[src/sfr_cfg.svh]
`ifndef SFR_CFG_SVH
`define SFR_CFG_SVH
// Register addresses
`define ADDR_INDIRECT 6'h00
`define ADDR_TIMER0 6'h01
`define ADDR_PC_LOW 6'h02
`define ADDR_STATUS 6'h03
`define ADDR_FSEL 6'h04
`define ADDR_PORT_B 6'h06
`define ADDR_POWER 6'h08
`define ADDR_WAKEUP 6'h09
`define ADDR_PC_HIGH_BUFFER 6'h0A
`define SFR_TOP 6'h0F
// Status bit positions
`define ST_C 0
`define ST_HALF 1
`define ST_Z 2
`define ST_PD 3
`define ST_TO 4
// Power control bit positions
`define PW_WDT 7
`define PW_EIRQ 6
`define PW_LVD 5
`define PW_LVR 3
`define PW_CMP 2
// Reset values
`define RST_STATUS 8'h18
`define RST_POWER 8'h88
`define RST_WAKEUP 6'h3F
`define RST_ZERO8 8'h00
`define RST_PC 10'h000
`define PC_ONE 10'h001
`define RST_HIBUF 3'h0
`endif

[src/sfr_pkg.sv]
package sfr_pkg;
  // Program counter load kinds issued by the core
  typedef enum logic [2:0] {
    pc_step, pc_short_jump, pc_short_call, pc_long_jump, pc_long_call, pc_return, pc_hold
  } pc_op_type;
  // Timer0 clock source choices
  typedef enum logic [1:0] {
    src_instruction, src_pin, src_low_osc
  } timer_src_type;
endpackage

[src/mcu_core_special_registers.sv]
// Function
// RQ1 - Indirect port redirects via file-select pointer
// RQ2 - Timer0 read returns live count
// RQ3 - Timer0 write replaces count immediately
// RQ4 - Timer0 clock from instruction, pin, oscillator
// RQ5 - PC low byte resets zero, increments
// RQ6 - PC high bits only via buffer
// RQ7 - Short jump: PC9 from buffer bit1
// RQ8 - Short call: buffer high bits, push return
// RQ9 - Long jump loads all ten bits
// RQ10 - Long call loads ten bits, pushes
// RQ11 - Carry set on carry or no-borrow
// RQ12 - Half carry from low nibble
// RQ13 - Zero flag from logical result
// RQ14 - Power-down flag set clrwdt, cleared sleep
// RQ15 - Expiry flag set clrwdt/sleep, cleared timeout
// RQ16 - Pointer low six bits select register
// RQ17 - Port read: pin or latch by option
// RQ18 - Port write stores output latch
// RQ19 - Interrupt select routes pin zero
// RQ20 - Power control enables, reset values
// RQ21 - Six wake-up enables, reset ones
// RQ22 - General purpose bits plain storage
// RQ23 - Return pops stack into PC
// RQ24 - Banks 1-3 map onto bank 0
// RQ25 - Self-pointing indirect reads zero, ignores write
`include "sfr_cfg.svh"
`timescale 1ns/1ps
`default_nettype none
module mcu_core_special_registers #(
  parameter int PC_WIDTH = 10,
  parameter int STACK_DEPTH = 8
) (
  input wire logic clk,
  input wire logic resetn,
  input wire logic [7:0] reg_addr,
  input wire logic reg_rd,
  input wire logic reg_wr,
  input wire logic [7:0] reg_wdata,
  output logic [7:0] reg_rdata,
  output logic [7:0] gpr_addr,
  output logic gpr_rd,
  output logic gpr_wr,
  output logic [7:0] gpr_wdata,
  input wire logic [7:0] gpr_rdata,
  input wire sfr_pkg::pc_op_type pc_op,
  input wire logic [PC_WIDTH-1:0] instr_target,
  output logic [PC_WIDTH-1:0] pc,
  input wire logic alu_flag_we,
  input wire logic carry_in_flag,
  input wire logic half_in_flag,
  input wire logic zero_we,
  input wire logic zero_in_flag,
  input wire logic sleep_exec,
  input wire logic clrwdt_exec,
  input wire logic watchdog_timeout,
  input wire logic [1:0] timer0_mode_settings,
  input wire logic timer0_edge_falling,
  input wire logic low_osc_config,
  input wire logic external_timer_clock_pin,
  input wire logic low_osc_clk,
  input wire logic instruction_clock,
  input wire logic port_readback_select,
  input wire logic [5:0] port_dir_out,
  input wire logic [5:0] port_b_pin,
  output logic [5:0] port_b_out,
  output logic ext_irq_routing,
  output logic ext_irq_pin,
  output logic watchdog_enable,
  output logic low_voltage_detect_enable,
  output logic low_voltage_reset_enable,
  output logic comparator_enable,
  output logic [5:0] pin_wakeup_bits
);
  // ************************************************************
  // Storage
  // ************************************************************
  logic [PC_WIDTH-1:0] next_pc; // Program counter next value
  logic [PC_WIDTH-1:0] stack_mem [STACK_DEPTH]; // Return stack
  logic [$clog2(STACK_DEPTH)-1:0] stack_ptr; // Next free stack slot; top entry is one below
  logic [7:0] status_flags; // Arithmetic and reset-cause flags
  logic [7:0] file_select_pointer; // Indirect pointer
  logic [7:0] port_b_data; // Output latch plus spare bits
  logic [7:0] power_control; // Power enables
  logic [5:0] pin_wakeup_enable; // Wake-up enables
  logic [2:0] pc_high_buffer; // Spare bit and two PC high bits
  logic [7:0] timer0_count; // Live timer0 count
  logic [1:0] pin_sync_a; // Pin clock synchroniser stage one
  logic [1:0] pin_sync_b; // Stage two
  logic [2:0] pin_last; // Edge history for timer clocks
  logic [5:0] port_sync_a; // Port pins stage one
  logic [5:0] port_sync_b; // Port pins stage two

  // ************************************************************
  // Address decode
  // ************************************************************
  // Banks fold onto bank 0 for the special and the general range alike [RQ24]
  wire logic [5:0] direct_loc = reg_addr[5:0];
  wire logic is_indirect = direct_loc == `ADDR_INDIRECT;
  // Indirect access follows the pointer; bank bits ignored [RQ1] [RQ16]
  wire logic [5:0] eff_loc = is_indirect ? file_select_pointer[5:0] : direct_loc;
  // Pointer aimed at itself gives no target [RQ25]
  wire logic self_point = is_indirect && (file_select_pointer[5:0] == `ADDR_INDIRECT);
  wire logic is_sfr = eff_loc <= `SFR_TOP;
  wire logic wr_ok = reg_wr && !self_point;
  wire logic wr_timer = wr_ok && eff_loc == `ADDR_TIMER0;
  wire logic wr_pcl = wr_ok && eff_loc == `ADDR_PC_LOW;
  wire logic wr_status = wr_ok && eff_loc == `ADDR_STATUS;
  wire logic wr_fsel = wr_ok && eff_loc == `ADDR_FSEL;
  wire logic wr_port = wr_ok && eff_loc == `ADDR_PORT_B;
  wire logic wr_power = wr_ok && eff_loc == `ADDR_POWER;
  wire logic wr_wake = wr_ok && eff_loc == `ADDR_WAKEUP;
  wire logic wr_hibuf = wr_ok && eff_loc == `ADDR_PC_HIGH_BUFFER;

  // ************************************************************
  // Timer0 clock selection
  // ************************************************************
  // Pick source from mode settings and configuration word [RQ4]
  wire sfr_pkg::timer_src_type timer_src = !timer0_mode_settings[0] ? sfr_pkg::src_instruction :
    ((timer0_mode_settings[1] || low_osc_config) ? sfr_pkg::src_low_osc : sfr_pkg::src_pin);
  wire logic pin_now = pin_sync_b[0];
  wire logic osc_now = pin_sync_b[1];
  wire logic pin_rise = pin_now && !pin_last[0];
  wire logic pin_fall = !pin_now && pin_last[0];
  wire logic osc_rise = osc_now && !pin_last[1];
  wire logic osc_fall = !osc_now && pin_last[1];
  // Edge polarity option applies to pin and oscillator alike
  wire logic pin_tick = timer0_edge_falling ? pin_fall : pin_rise;
  wire logic osc_tick = timer0_edge_falling ? osc_fall : osc_rise;
  wire logic inst_tick = instruction_clock && !pin_last[2];
  wire logic timer_tick = (timer_src == sfr_pkg::src_instruction) ? inst_tick :
    (timer_src == sfr_pkg::src_pin) ? pin_tick : osc_tick;

  // ************************************************************
  // Read path
  // ************************************************************
  // Port read: input pins show level, output pins by option [RQ17]
  wire logic [5:0] port_read = (port_dir_out & (port_readback_select ? port_b_data[5:0] : port_sync_b))
    | (~port_dir_out & port_sync_b);
  logic [7:0] sfr_read; // Selected special register value
  always_comb
  begin
    case (eff_loc)
      `ADDR_TIMER0: sfr_read = timer0_count; // Live count [RQ2]
      `ADDR_PC_LOW: sfr_read = pc[7:0];
      `ADDR_STATUS: sfr_read = status_flags;
      `ADDR_FSEL: sfr_read = file_select_pointer;
      `ADDR_PORT_B: sfr_read = {port_b_data[7:6], port_read};
      `ADDR_POWER: sfr_read = power_control;
      `ADDR_WAKEUP: sfr_read = {2'h0, pin_wakeup_enable};
      // High PC bits are not visible; only the buffer reads back [RQ6]
      `ADDR_PC_HIGH_BUFFER: sfr_read = {5'h00, pc_high_buffer};
      default: sfr_read = `RST_ZERO8; // Unused slots and self pointing read zero [RQ25]
    endcase
  end
  wire logic [7:0] next_rdata = (!reg_rd || self_point) ? `RST_ZERO8 : (is_sfr ? sfr_read : gpr_rdata);

  // ************************************************************
  // Program counter
  // ************************************************************
  wire logic [PC_WIDTH-1:0] pc_plus = pc + `PC_ONE;
  // A low byte write is a direct load, so it lands even while the core holds [RQ5] [RQ6]
  wire logic [PC_WIDTH-1:0] pc_written = {pc[PC_WIDTH-1:8], reg_wdata};
  always_comb
  begin
    case (pc_op)
      // Short jump: nine bits from word, top bit from buffer [RQ7]
      sfr_pkg::pc_short_jump: next_pc = {pc_high_buffer[1], instr_target[8:0]};
      // Short call: two bits from buffer [RQ8]
      sfr_pkg::pc_short_call: next_pc = {pc_high_buffer[1:0], instr_target[7:0]};
      sfr_pkg::pc_long_jump: next_pc = instr_target; // [RQ9]
      sfr_pkg::pc_long_call: next_pc = instr_target; // [RQ10]
      sfr_pkg::pc_return: next_pc = stack_mem[stack_ptr - 1'b1]; // [RQ23]
      sfr_pkg::pc_hold: next_pc = wr_pcl ? pc_written : pc;
      // Writing the low byte keeps the high bits untouched [RQ6]
      default: next_pc = wr_pcl ? pc_written : pc_plus; // [RQ5]
    endcase
  end

  // PC register resets to zero [RQ5]
  always_ff @(posedge clk or negedge resetn)
  begin
    if (!resetn)
      pc <= `RST_PC;
    else
      pc <= next_pc;
  end

  // Calls push the following address, returns pop [RQ8] [RQ10] [RQ23]
  always_ff @(posedge clk or negedge resetn)
  begin
    if (!resetn)
      stack_ptr <= '0;
    else if (pc_op == sfr_pkg::pc_short_call || pc_op == sfr_pkg::pc_long_call)
      stack_ptr <= stack_ptr + 1'b1;
    else if (pc_op == sfr_pkg::pc_return)
      stack_ptr <= stack_ptr - 1'b1;
  end

  // Stack array has no reset; contents matter only after a push
  always_ff @(posedge clk)
  begin
    if (pc_op == sfr_pkg::pc_short_call || pc_op == sfr_pkg::pc_long_call)
      stack_mem[stack_ptr] <= pc_plus;
  end

  // ************************************************************
  // Status flags
  // ************************************************************
  // Hardware events are applied after software writes, so they win
  always_ff @(posedge clk or negedge resetn)
  begin
    if (!resetn)
      status_flags <= `RST_STATUS;
    else
    begin
      if (wr_status)
        status_flags <= reg_wdata; // Spare bits plain storage [RQ22]
      if (alu_flag_we)
      begin
        status_flags[`ST_C] <= carry_in_flag; // [RQ11]
        status_flags[`ST_HALF] <= half_in_flag; // [RQ12]
      end
      if (zero_we)
        status_flags[`ST_Z] <= zero_in_flag; // [RQ13]
      if (clrwdt_exec)
      begin
        status_flags[`ST_PD] <= 1'b1; // [RQ14]
        status_flags[`ST_TO] <= 1'b1; // [RQ15]
      end
      if (sleep_exec)
      begin
        status_flags[`ST_PD] <= 1'b0; // [RQ14]
        status_flags[`ST_TO] <= 1'b1; // [RQ15]
      end
      if (watchdog_timeout)
        status_flags[`ST_TO] <= 1'b0; // [RQ15]
    end
  end

  // ************************************************************
  // Plain control registers
  // ************************************************************
  // Pointer, port latch, power, wake-up and high buffer
  always_ff @(posedge clk or negedge resetn)
  begin
    if (!resetn)
    begin
      file_select_pointer <= `RST_ZERO8;
      port_b_data <= `RST_ZERO8;
      power_control <= `RST_POWER; // [RQ20]
      pin_wakeup_enable <= `RST_WAKEUP; // [RQ21]
      pc_high_buffer <= `RST_HIBUF;
    end
    else
    begin
      if (wr_fsel)
        file_select_pointer <= reg_wdata; // [RQ16]
      if (wr_port)
        port_b_data <= reg_wdata; // Latch regardless of direction [RQ18]
      if (wr_power)
        power_control <= reg_wdata; // [RQ20] [RQ22]
      if (wr_wake)
        pin_wakeup_enable <= reg_wdata[5:0]; // [RQ21]
      if (wr_hibuf)
        pc_high_buffer <= reg_wdata[2:0]; // [RQ6] [RQ22]
    end
  end

  // ************************************************************
  // Timer0
  // ************************************************************
  // A software write overrides any tick in the same cycle [RQ3]
  always_ff @(posedge clk or negedge resetn)
  begin
    if (!resetn)
      timer0_count <= `RST_ZERO8;
    else if (wr_timer)
      timer0_count <= reg_wdata;
    else if (timer_tick)
      timer0_count <= timer0_count + 8'h01;
  end

  // Asynchronous pins pass two stages before any edge logic
  always_ff @(posedge clk or negedge resetn)
  begin
    if (!resetn)
    begin
      pin_sync_a <= 2'h0;
      pin_sync_b <= 2'h0;
      pin_last <= 3'h0;
      port_sync_a <= 6'h00;
      port_sync_b <= 6'h00;
    end
    else
    begin
      pin_sync_a <= {low_osc_clk, external_timer_clock_pin};
      pin_sync_b <= pin_sync_a;
      pin_last <= {instruction_clock, pin_sync_b};
      port_sync_a <= port_b_pin;
      port_sync_b <= port_sync_a;
    end
  end

  // ************************************************************
  // Registered outputs
  // ************************************************************
  // Every output is a flop; strobes to data memory lag one cycle
  always_ff @(posedge clk or negedge resetn)
  begin
    if (!resetn)
    begin
      reg_rdata <= `RST_ZERO8;
      gpr_addr <= `RST_ZERO8;
      gpr_rd <= 1'b0;
      gpr_wr <= 1'b0;
      gpr_wdata <= `RST_ZERO8;
      port_b_out <= 6'h00;
      ext_irq_routing <= 1'b0;
      ext_irq_pin <= 1'b0;
      watchdog_enable <= 1'b1;
      low_voltage_detect_enable <= 1'b0;
      low_voltage_reset_enable <= 1'b1;
      comparator_enable <= 1'b0;
      pin_wakeup_bits <= `RST_WAKEUP;
    end
    else
    begin
      reg_rdata <= next_rdata;
      gpr_addr <= {2'h0, eff_loc};
      gpr_rd <= reg_rd && !is_sfr && !self_point;
      gpr_wr <= wr_ok && !is_sfr;
      gpr_wdata <= reg_wdata;
      port_b_out <= port_b_data[5:0];
      ext_irq_routing <= power_control[`PW_EIRQ]; // [RQ19]
      ext_irq_pin <= power_control[`PW_EIRQ] && port_sync_b[0]; // [RQ19]
      watchdog_enable <= power_control[`PW_WDT]; // [RQ20]
      low_voltage_detect_enable <= power_control[`PW_LVD];
      low_voltage_reset_enable <= power_control[`PW_LVR];
      comparator_enable <= power_control[`PW_CMP];
      pin_wakeup_bits <= pin_wakeup_enable; // [RQ21]
    end
  end
endmodule // mcu_core_special_registers
`default_nettype wire

[config.mk]
export PLATFORM = sky130hd
export DESIGN_NAME = mcu_core_special_registers
export DESIGN_NICKNAME = d
export VERILOG_FILES = /design/src/sfr_pkg.sv /design/src/mcu_core_special_registers.sv
export VERILOG_INCLUDE_DIRS = /design/src
export SDC_FILE = /design/constraint.sdc
export NUM_CORES = 1
export LEC_CHECK = 0
export BUFFER_PORTS_ARGS = -buffer_cell sky130_fd_sc_hd__clkbuf_2
export CAP_MARGIN = 20
export CORE_MARGIN = 2
export CORE_UTILIZATION = 45
export DETAILED_ROUTE_END_ITERATION = 12
export GPL_ROUTABILITY_DRIVEN = 1
export PLACE_DENSITY = 0.65
export SLEW_MARGIN = 0
export SYNTH_ARGS = -nofsm -noshare
export SYNTH_HDL_FRONTEND = slang
export SYNTH_SLANG_ARGS = --single-unit
[constraint.sdc]
create_clock -name clk -period 8.2 [get_ports clk]
set_clock_uncertainty 0.05 [all_clocks]
set_input_delay 1.64 -clock clk [delete_from_list [all_inputs] [get_ports clk]]
set_output_delay 1.64 -clock clk [all_outputs]
set_load 0.005 [all_outputs]
### After elaboration in Yosys (flattened, before gate mapping)

Memory sizes are Yosys's and may differ from the RTL's.
Index checks and enable logic that the tools add are counted.

| storage, ports and cells | value |
|---|---|
| bits in registers | 123 |
| RAM bits | 80 |
| input port bits | 69 |
| output and inout port bits | 54 |
| word-level logic and storage cells | 127 |
| memories | 1 |

| cells by class | value |
|---|---|
| $add $sub $neg | 4 |
| $lt $le $gt $ge | 1 |
| equal/unequal tests | 17 |
| muxes and demuxes | 26 |
| bitwise operators | 5 |
| reductions and logical operators | 41 |

Memory list:

| name | words | width | rd ports | clocked after memory_dff | wr ports | line | text |
|---|---|---|---|---|---|---|---|
| stack_mem | 8 | 10 | 1 | 0 | 1 | mcu_core_special_registers.sv:79 | `logic [PC_WIDTH-1:0] stack_mem [STACK_DEPTH];` |

Operators with widths:

| cell | count |
|---|---|
| case mux 8 bit (8 select lines) | 1 |
| case mux 10 bit (5 select lines) | 1 |
| two-way mux 8 bit | 5 |
| logical AND 1 bit | 19 |
| == test 6 x 4 -> 1 bit (second input constant) | 3 |
| AND 6 bit | 2 |
| == test 6 x 2 -> 1 bit (second input constant) | 2 |
| == test 6 x 3 -> 1 bit (second input constant) | 2 |
| logical NOT 6 bit | 2 |
| two-way mux 6 bit | 2 |
| adder 10 x 1 -> 10 bit (second input constant) | 1 |
| two-way mux 10 bit | 1 |
| two-way mux 2 bit | 5 |
| == test 3 bit (second input constant) | 3 |
| adder 8 x 1 -> 8 bit (second input constant) | 1 |
| logical NOT 1 bit | 8 |
| two-way mux 1 bit | 8 |
| nonzero test 2 bit | 4 |
| == test 3 x 2 -> 1 bit (second input constant) | 2 |
| == test 6 x 1 -> 1 bit (second input constant) | 1 |
| <= comparator 6 x 4 -> 1 bit (second input constant) | 1 |
| two-way mux 3 bit | 2 |
| inverter 6 bit | 1 |
| bitwise OR 6 bit | 1 |
| 14 further kinds | 16 |

### Longest topological paths before layout

| logic depth | value |
|---|---|
| depth in word-level cells | 9 |
| depth in mapped cells | 10 |
| mapped depth without buffers | 8 |

### Least setup slack after synthesis

OpenSTA, ideal clock, no wires.

| timing | value |
|---|---|
| path type | input to register |
| start point | input pc_op[2] |
| end point | memory stack_mem[1][0], enable pin |
| setup time | 0.390 ns |
| arrival time | 3.331 ns |
| required time | 7.760 ns |
| slack | 4.429 ns |
| cell stages on the path | 6 |
| cell sequence | clkbuf_1 clkbuf_1 nor2_1 nor3_1 nand2_1 nor3_1 |

| on the way | value |
|---|---|
| word-level cells in the longest chain between the ends | 4 |
| elaborated cells on any way between the ends | 5 |

Ends and longest elaborated chain:

| item | line | text |
|---|---|---|
| start: declaration | mcu_core_special_registers.sv:46 | `input wire sfr_pkg::pc_op_type pc_op,` |
| == test 3 x 2 -> 1 bit / == test 3 bit (equally long branches) | mcu_core_special_registers.sv:203 | `if (pc_op == sfr_pkg::pc_short_call \|\| pc_op == sfr_pkg::pc_long_call)` |
| logical OR 1 bit * | mcu_core_special_registers.sv:203 |  |
| two-way mux 1 bit * | mcu_core_special_registers.sv:203 |  |
| two-way mux 1 bit (implied by the code) * | mcu_core_special_registers.sv:204 | `stack_mem[stack_ptr] <= pc_plus;` |
| end: declaration | mcu_core_special_registers.sv:79 |  |

Mark *: on every way between the ends. The rest lies on a longest branch, timed or not.

### Worst setup path in the final report

| timing | value |
|---|---|
| start point | input reg_addr[5] |
| end point | register pc[8] |

| on the way | value |
|---|---|
| word-level cells in the longest chain between the ends | 7 |
| elaborated cells on any way between the ends | 9 |

Ends and longest elaborated chain:

| item | line | text |
|---|---|---|
| start: declaration | mcu_core_special_registers.sv:36 | `input wire logic [7:0] reg_addr,` |
| branches (longest 4 deep; another with logical NOT 6 bit) | -- |  |
| logical AND 1 bit (no line) * | -- |  |
| != test 5 x 2 -> 1 bit (no line) * | -- |  |
| AND reduction 2 bit (no line) * | -- |  |
| end signal: assignment | mcu_core_special_registers.sv:184 | `` pc <= `RST_PC; `` |
| end signal: assignment | mcu_core_special_registers.sv:186 | `pc <= next_pc;` |
| end: declaration | mcu_core_special_registers.sv:48 | `output logic [PC_WIDTH-1:0] pc,` |

Every way passes the cells marked *.
A chain may end at the register's enable or synchronous reset.

==> summary.md <==
| Metric | Value |
|---|---|
| Status | complete, no violations |
| CTS root buffer | clkbuf_16 |
| Clock latency on the worst-skew pair | 500 ps |
| Fin crit share | 45.9% |
| Avg Cell Area, Syn | 13.4 sq um |
| First-pass GRT wire length | 34,700 um |
| Via count | 6,082 |
| Multi-input logic area | 3240 sq um |
| Max-slew headroom | 25.8% |
| WL final | 22,300 um |
| R2R cell count | 6 |
| Gr busiest metal | met2 |
| Core area | 19,500 sq um |
| CTS H-tree lvls | 1 |
| Psw | 902 uW |
| CP Data Arrival Time | 4100 ps |
| Antenna violations before repair | 0 |
| Final Hold Viols | 0 |
| Layout fillers | 1,666 |
| Overflow after GRT | 0 |
| Final ANT Viol Nets | 0 |
| TritonCTS clock tree | built |
| Static leakage | 4.31 nW |
| Final setup vio count | 0 |
| Gate Count Post-Synth | 671 |
| Int Pwr | 2.11 mW |
| Register bit total from synthesis | 203 |
| # hold bufs at CTS | 0 |
| Hold WS | 299 ps |
| Worst slew pin tran | 1110 ps |
| Data required, critical path | 8530 ps |
| DR DRC count | 0 |
| Clk sinks | 203 |
| Post-synth EDFFs | 80 |
| Crit Path Class | primary input to register |
| Hold depth | 0 |
| Ys flop type | dfrtp_1 |
| Pre-antenna DRT Iters | 6 |
| Critical path peak fanout | 10 |
| Hpwl dp | 15,700 um |
| GRT Overall Usage | 20.9% |
| Flop pwr share | 45.3% |
| Global routing usage on met3 | 4.03% |
| Worst setup EP type | register |
| CTS Buf Count | 21 |
| GP Congestion | 0.844 |
| # IOs | 123 |
| Die area | 21,100 sq um |
| Storage cell area | 5500 sq um |
| Clk slew on worst S/H paths | 60 ps |
| Die width | 145 um |
| Post-CTS sizing | 0 |
| First DRT Iteration DRCs | 463 |
| CP Launch Type | primary input |
| Deepest clock path buffer count | 3 |
| Peak supply drop | 170 uV |
| Post-synth cell types | 72 |
| Drt via density | 5.69 |
| Commonest non-fill, non-tap cell in the layout | clkbuf_2 |
| Switching Fraction | 29.9% |
| Post-layout min period | 3770 ps |
| Initial Util | 46.0% |
| Clk pwr share | 29.7% |
| Die Height | 145 um |
| Fmax | 265 MHz |
| Fin cells | 1,068 |
| Vias in the first global route | 6,131 |
| Share of cells above drive strength 1 | 31.8% |
| RSZ-0062 raised after global routing | no |
| P&R area growth vs syn | 16.4% |
| Pin count of the biggest net entering global routing | 69 |
| # rows | 51 |
| Async SR Flop Fraction | 60.6% |
| Slew Limit Fails | 0 |
| Synth Warn # | 0 |
| PD cells | 288 nW/um^2 |
| Drt wl/cell | 20.8 um |
| Placed cells | 1,027 |
| Most frequent cells in the layout | clkbuf_2, dfrtp_1, edfxtp_1, nor2_1, nand2_1 |
| Maxcap violations | 0 |
| Min-delay worst type | register to register |
| Met1 Track Usage GR | 27.2% |
| Setup TNS | 0 ps |
| NumNets Final | 861 |
| Sequential area share after synthesis | 61.3% |
| Antenna Diode Count | 0 |
| Mapped Area | 8970 sq um |
| Logic pwr share | 25.0% |
| Met2 Track Usage GR | 35.1% |
| Postcts setup bufs | 0 |
| IO Port Bufs | 118 |
| PnR Total Power | 3.01 mW |
==> critical path, cell delays in order <==
cell      delay [ps]
clkbuf_2         160
nor4_4           520
a41oi_1          430
and3_1           470
nor2_2           200
mux2_4           320
a221o_1          350
==> layout make-up <==
type / count / share of cell area (%)
Sequential cell: 203 / 52.7
Multi-Input combinational cell: 416 / 31.0
Timing Repair Buffer: 124 / 6.22
Clock buffer: 28 / 5.38
Tap cell: 265 / 3.17
Inverter: 22 / 0.790
Clock inverter: 10 / 0.766
==> synthesized netlist by cell type, types with 17 or more instances <==
library cell,count,area share [%]
edfxtp_1,80,27
dfstp_2,18,5.3
dfrtp_1,105,29
mux4_2,21,5.3
o21ai_0,24,1.3
a22oi_1,17,1.4
clkbuf_1,19,0.79
mux2_2,44,5.5
mux2i_1,18,2.0
inv_1,21,0.88
nand2_1,45,1.9
a21oi_1,21,1.2
nor2_1,50,2.1
==> through the flow <==
| stage | worst slack, ps | util, % | cell area, sq um |
|---|---|---|---|
| 2_1_floorplan | 4430 | - | 8980 |
| 3_3_place_gp | 4010 | 50.0 | 9760 |
| 3_5_place_dp | 3990 | 50.1 | 9780 |
| 4_1_cts | 4480 | 53.4 | 10400 |
| 5_1_grt | 4290 | 53.5 | 10400 |
| 6_report | 4430 | 53.5 | 10400 |
==> cells by family after synthesis <==
kind of cell	Yosys count	share of synthesized area, %
simple gates	172	9.90
mux	84	13.0
buf+inv	53	2.75
flops	203	61.3
other cells	1	0.0418
xor+xnor	18	1.84
fa+ha+maj	4	0.558
compound gates	136	10.6
==> power by group through the flow <==
stage | Sequential [mW] | Combinational, mW | Clock (mW)
2_1_floorplan | 1.32 | 0.555 | 0
3_3_place_gp | 1.37 | 0.729 | 0
3_5_place_dp | 1.38 | 0.751 | 0
4_1_cts | 1.36 | 0.754 | 0.911
5_1_grt | 1.38 | 0.814 | 0.956
6_report | 1.36 | 0.752 | 0.894
==> worst paths after layout <==
kind                                startpoint             end  slack [ps]
worst max-delay path               reg_addr[5]           pc[8]        4430
worst min-delay path            port_sync_a[1]  port_sync_b[1]         300
worst max register to register    stack_ptr[0]           pc[9]        4660
worst min register to register  port_sync_a[1]  port_sync_b[1]         300
max in group asynchronous               resetn  port_sync_a[1]        5630
min in group asynchronous               resetn   pin_sync_b[0]        1140
==> per-layer routing <==
layer	routed length, um	part of all wire [%]
met1	9190	41
met2	11100	50
met3	1380	6.2
met4	632	2.8
met5	0	0
==> sequential cells by signal, summed over array words and instances, names as in the netlist, 3 cells and up <==
name,cells
stack_mem,80
timer0_count,8
file_select_pointer,8
port_sync_a,6
pc,10
stack_ptr,3
reg_rdata,8
pin_wakeup_bits,6
pin_wakeup_enable,6
gpr_wdata,8
port_b_out,6
port_b_data,8
gpr_addr,6
port_sync_b,6
power_control,8
status_flags,8
pc_high_buffer,3
pin_last,3
Power figures use the tool's default switching activity.
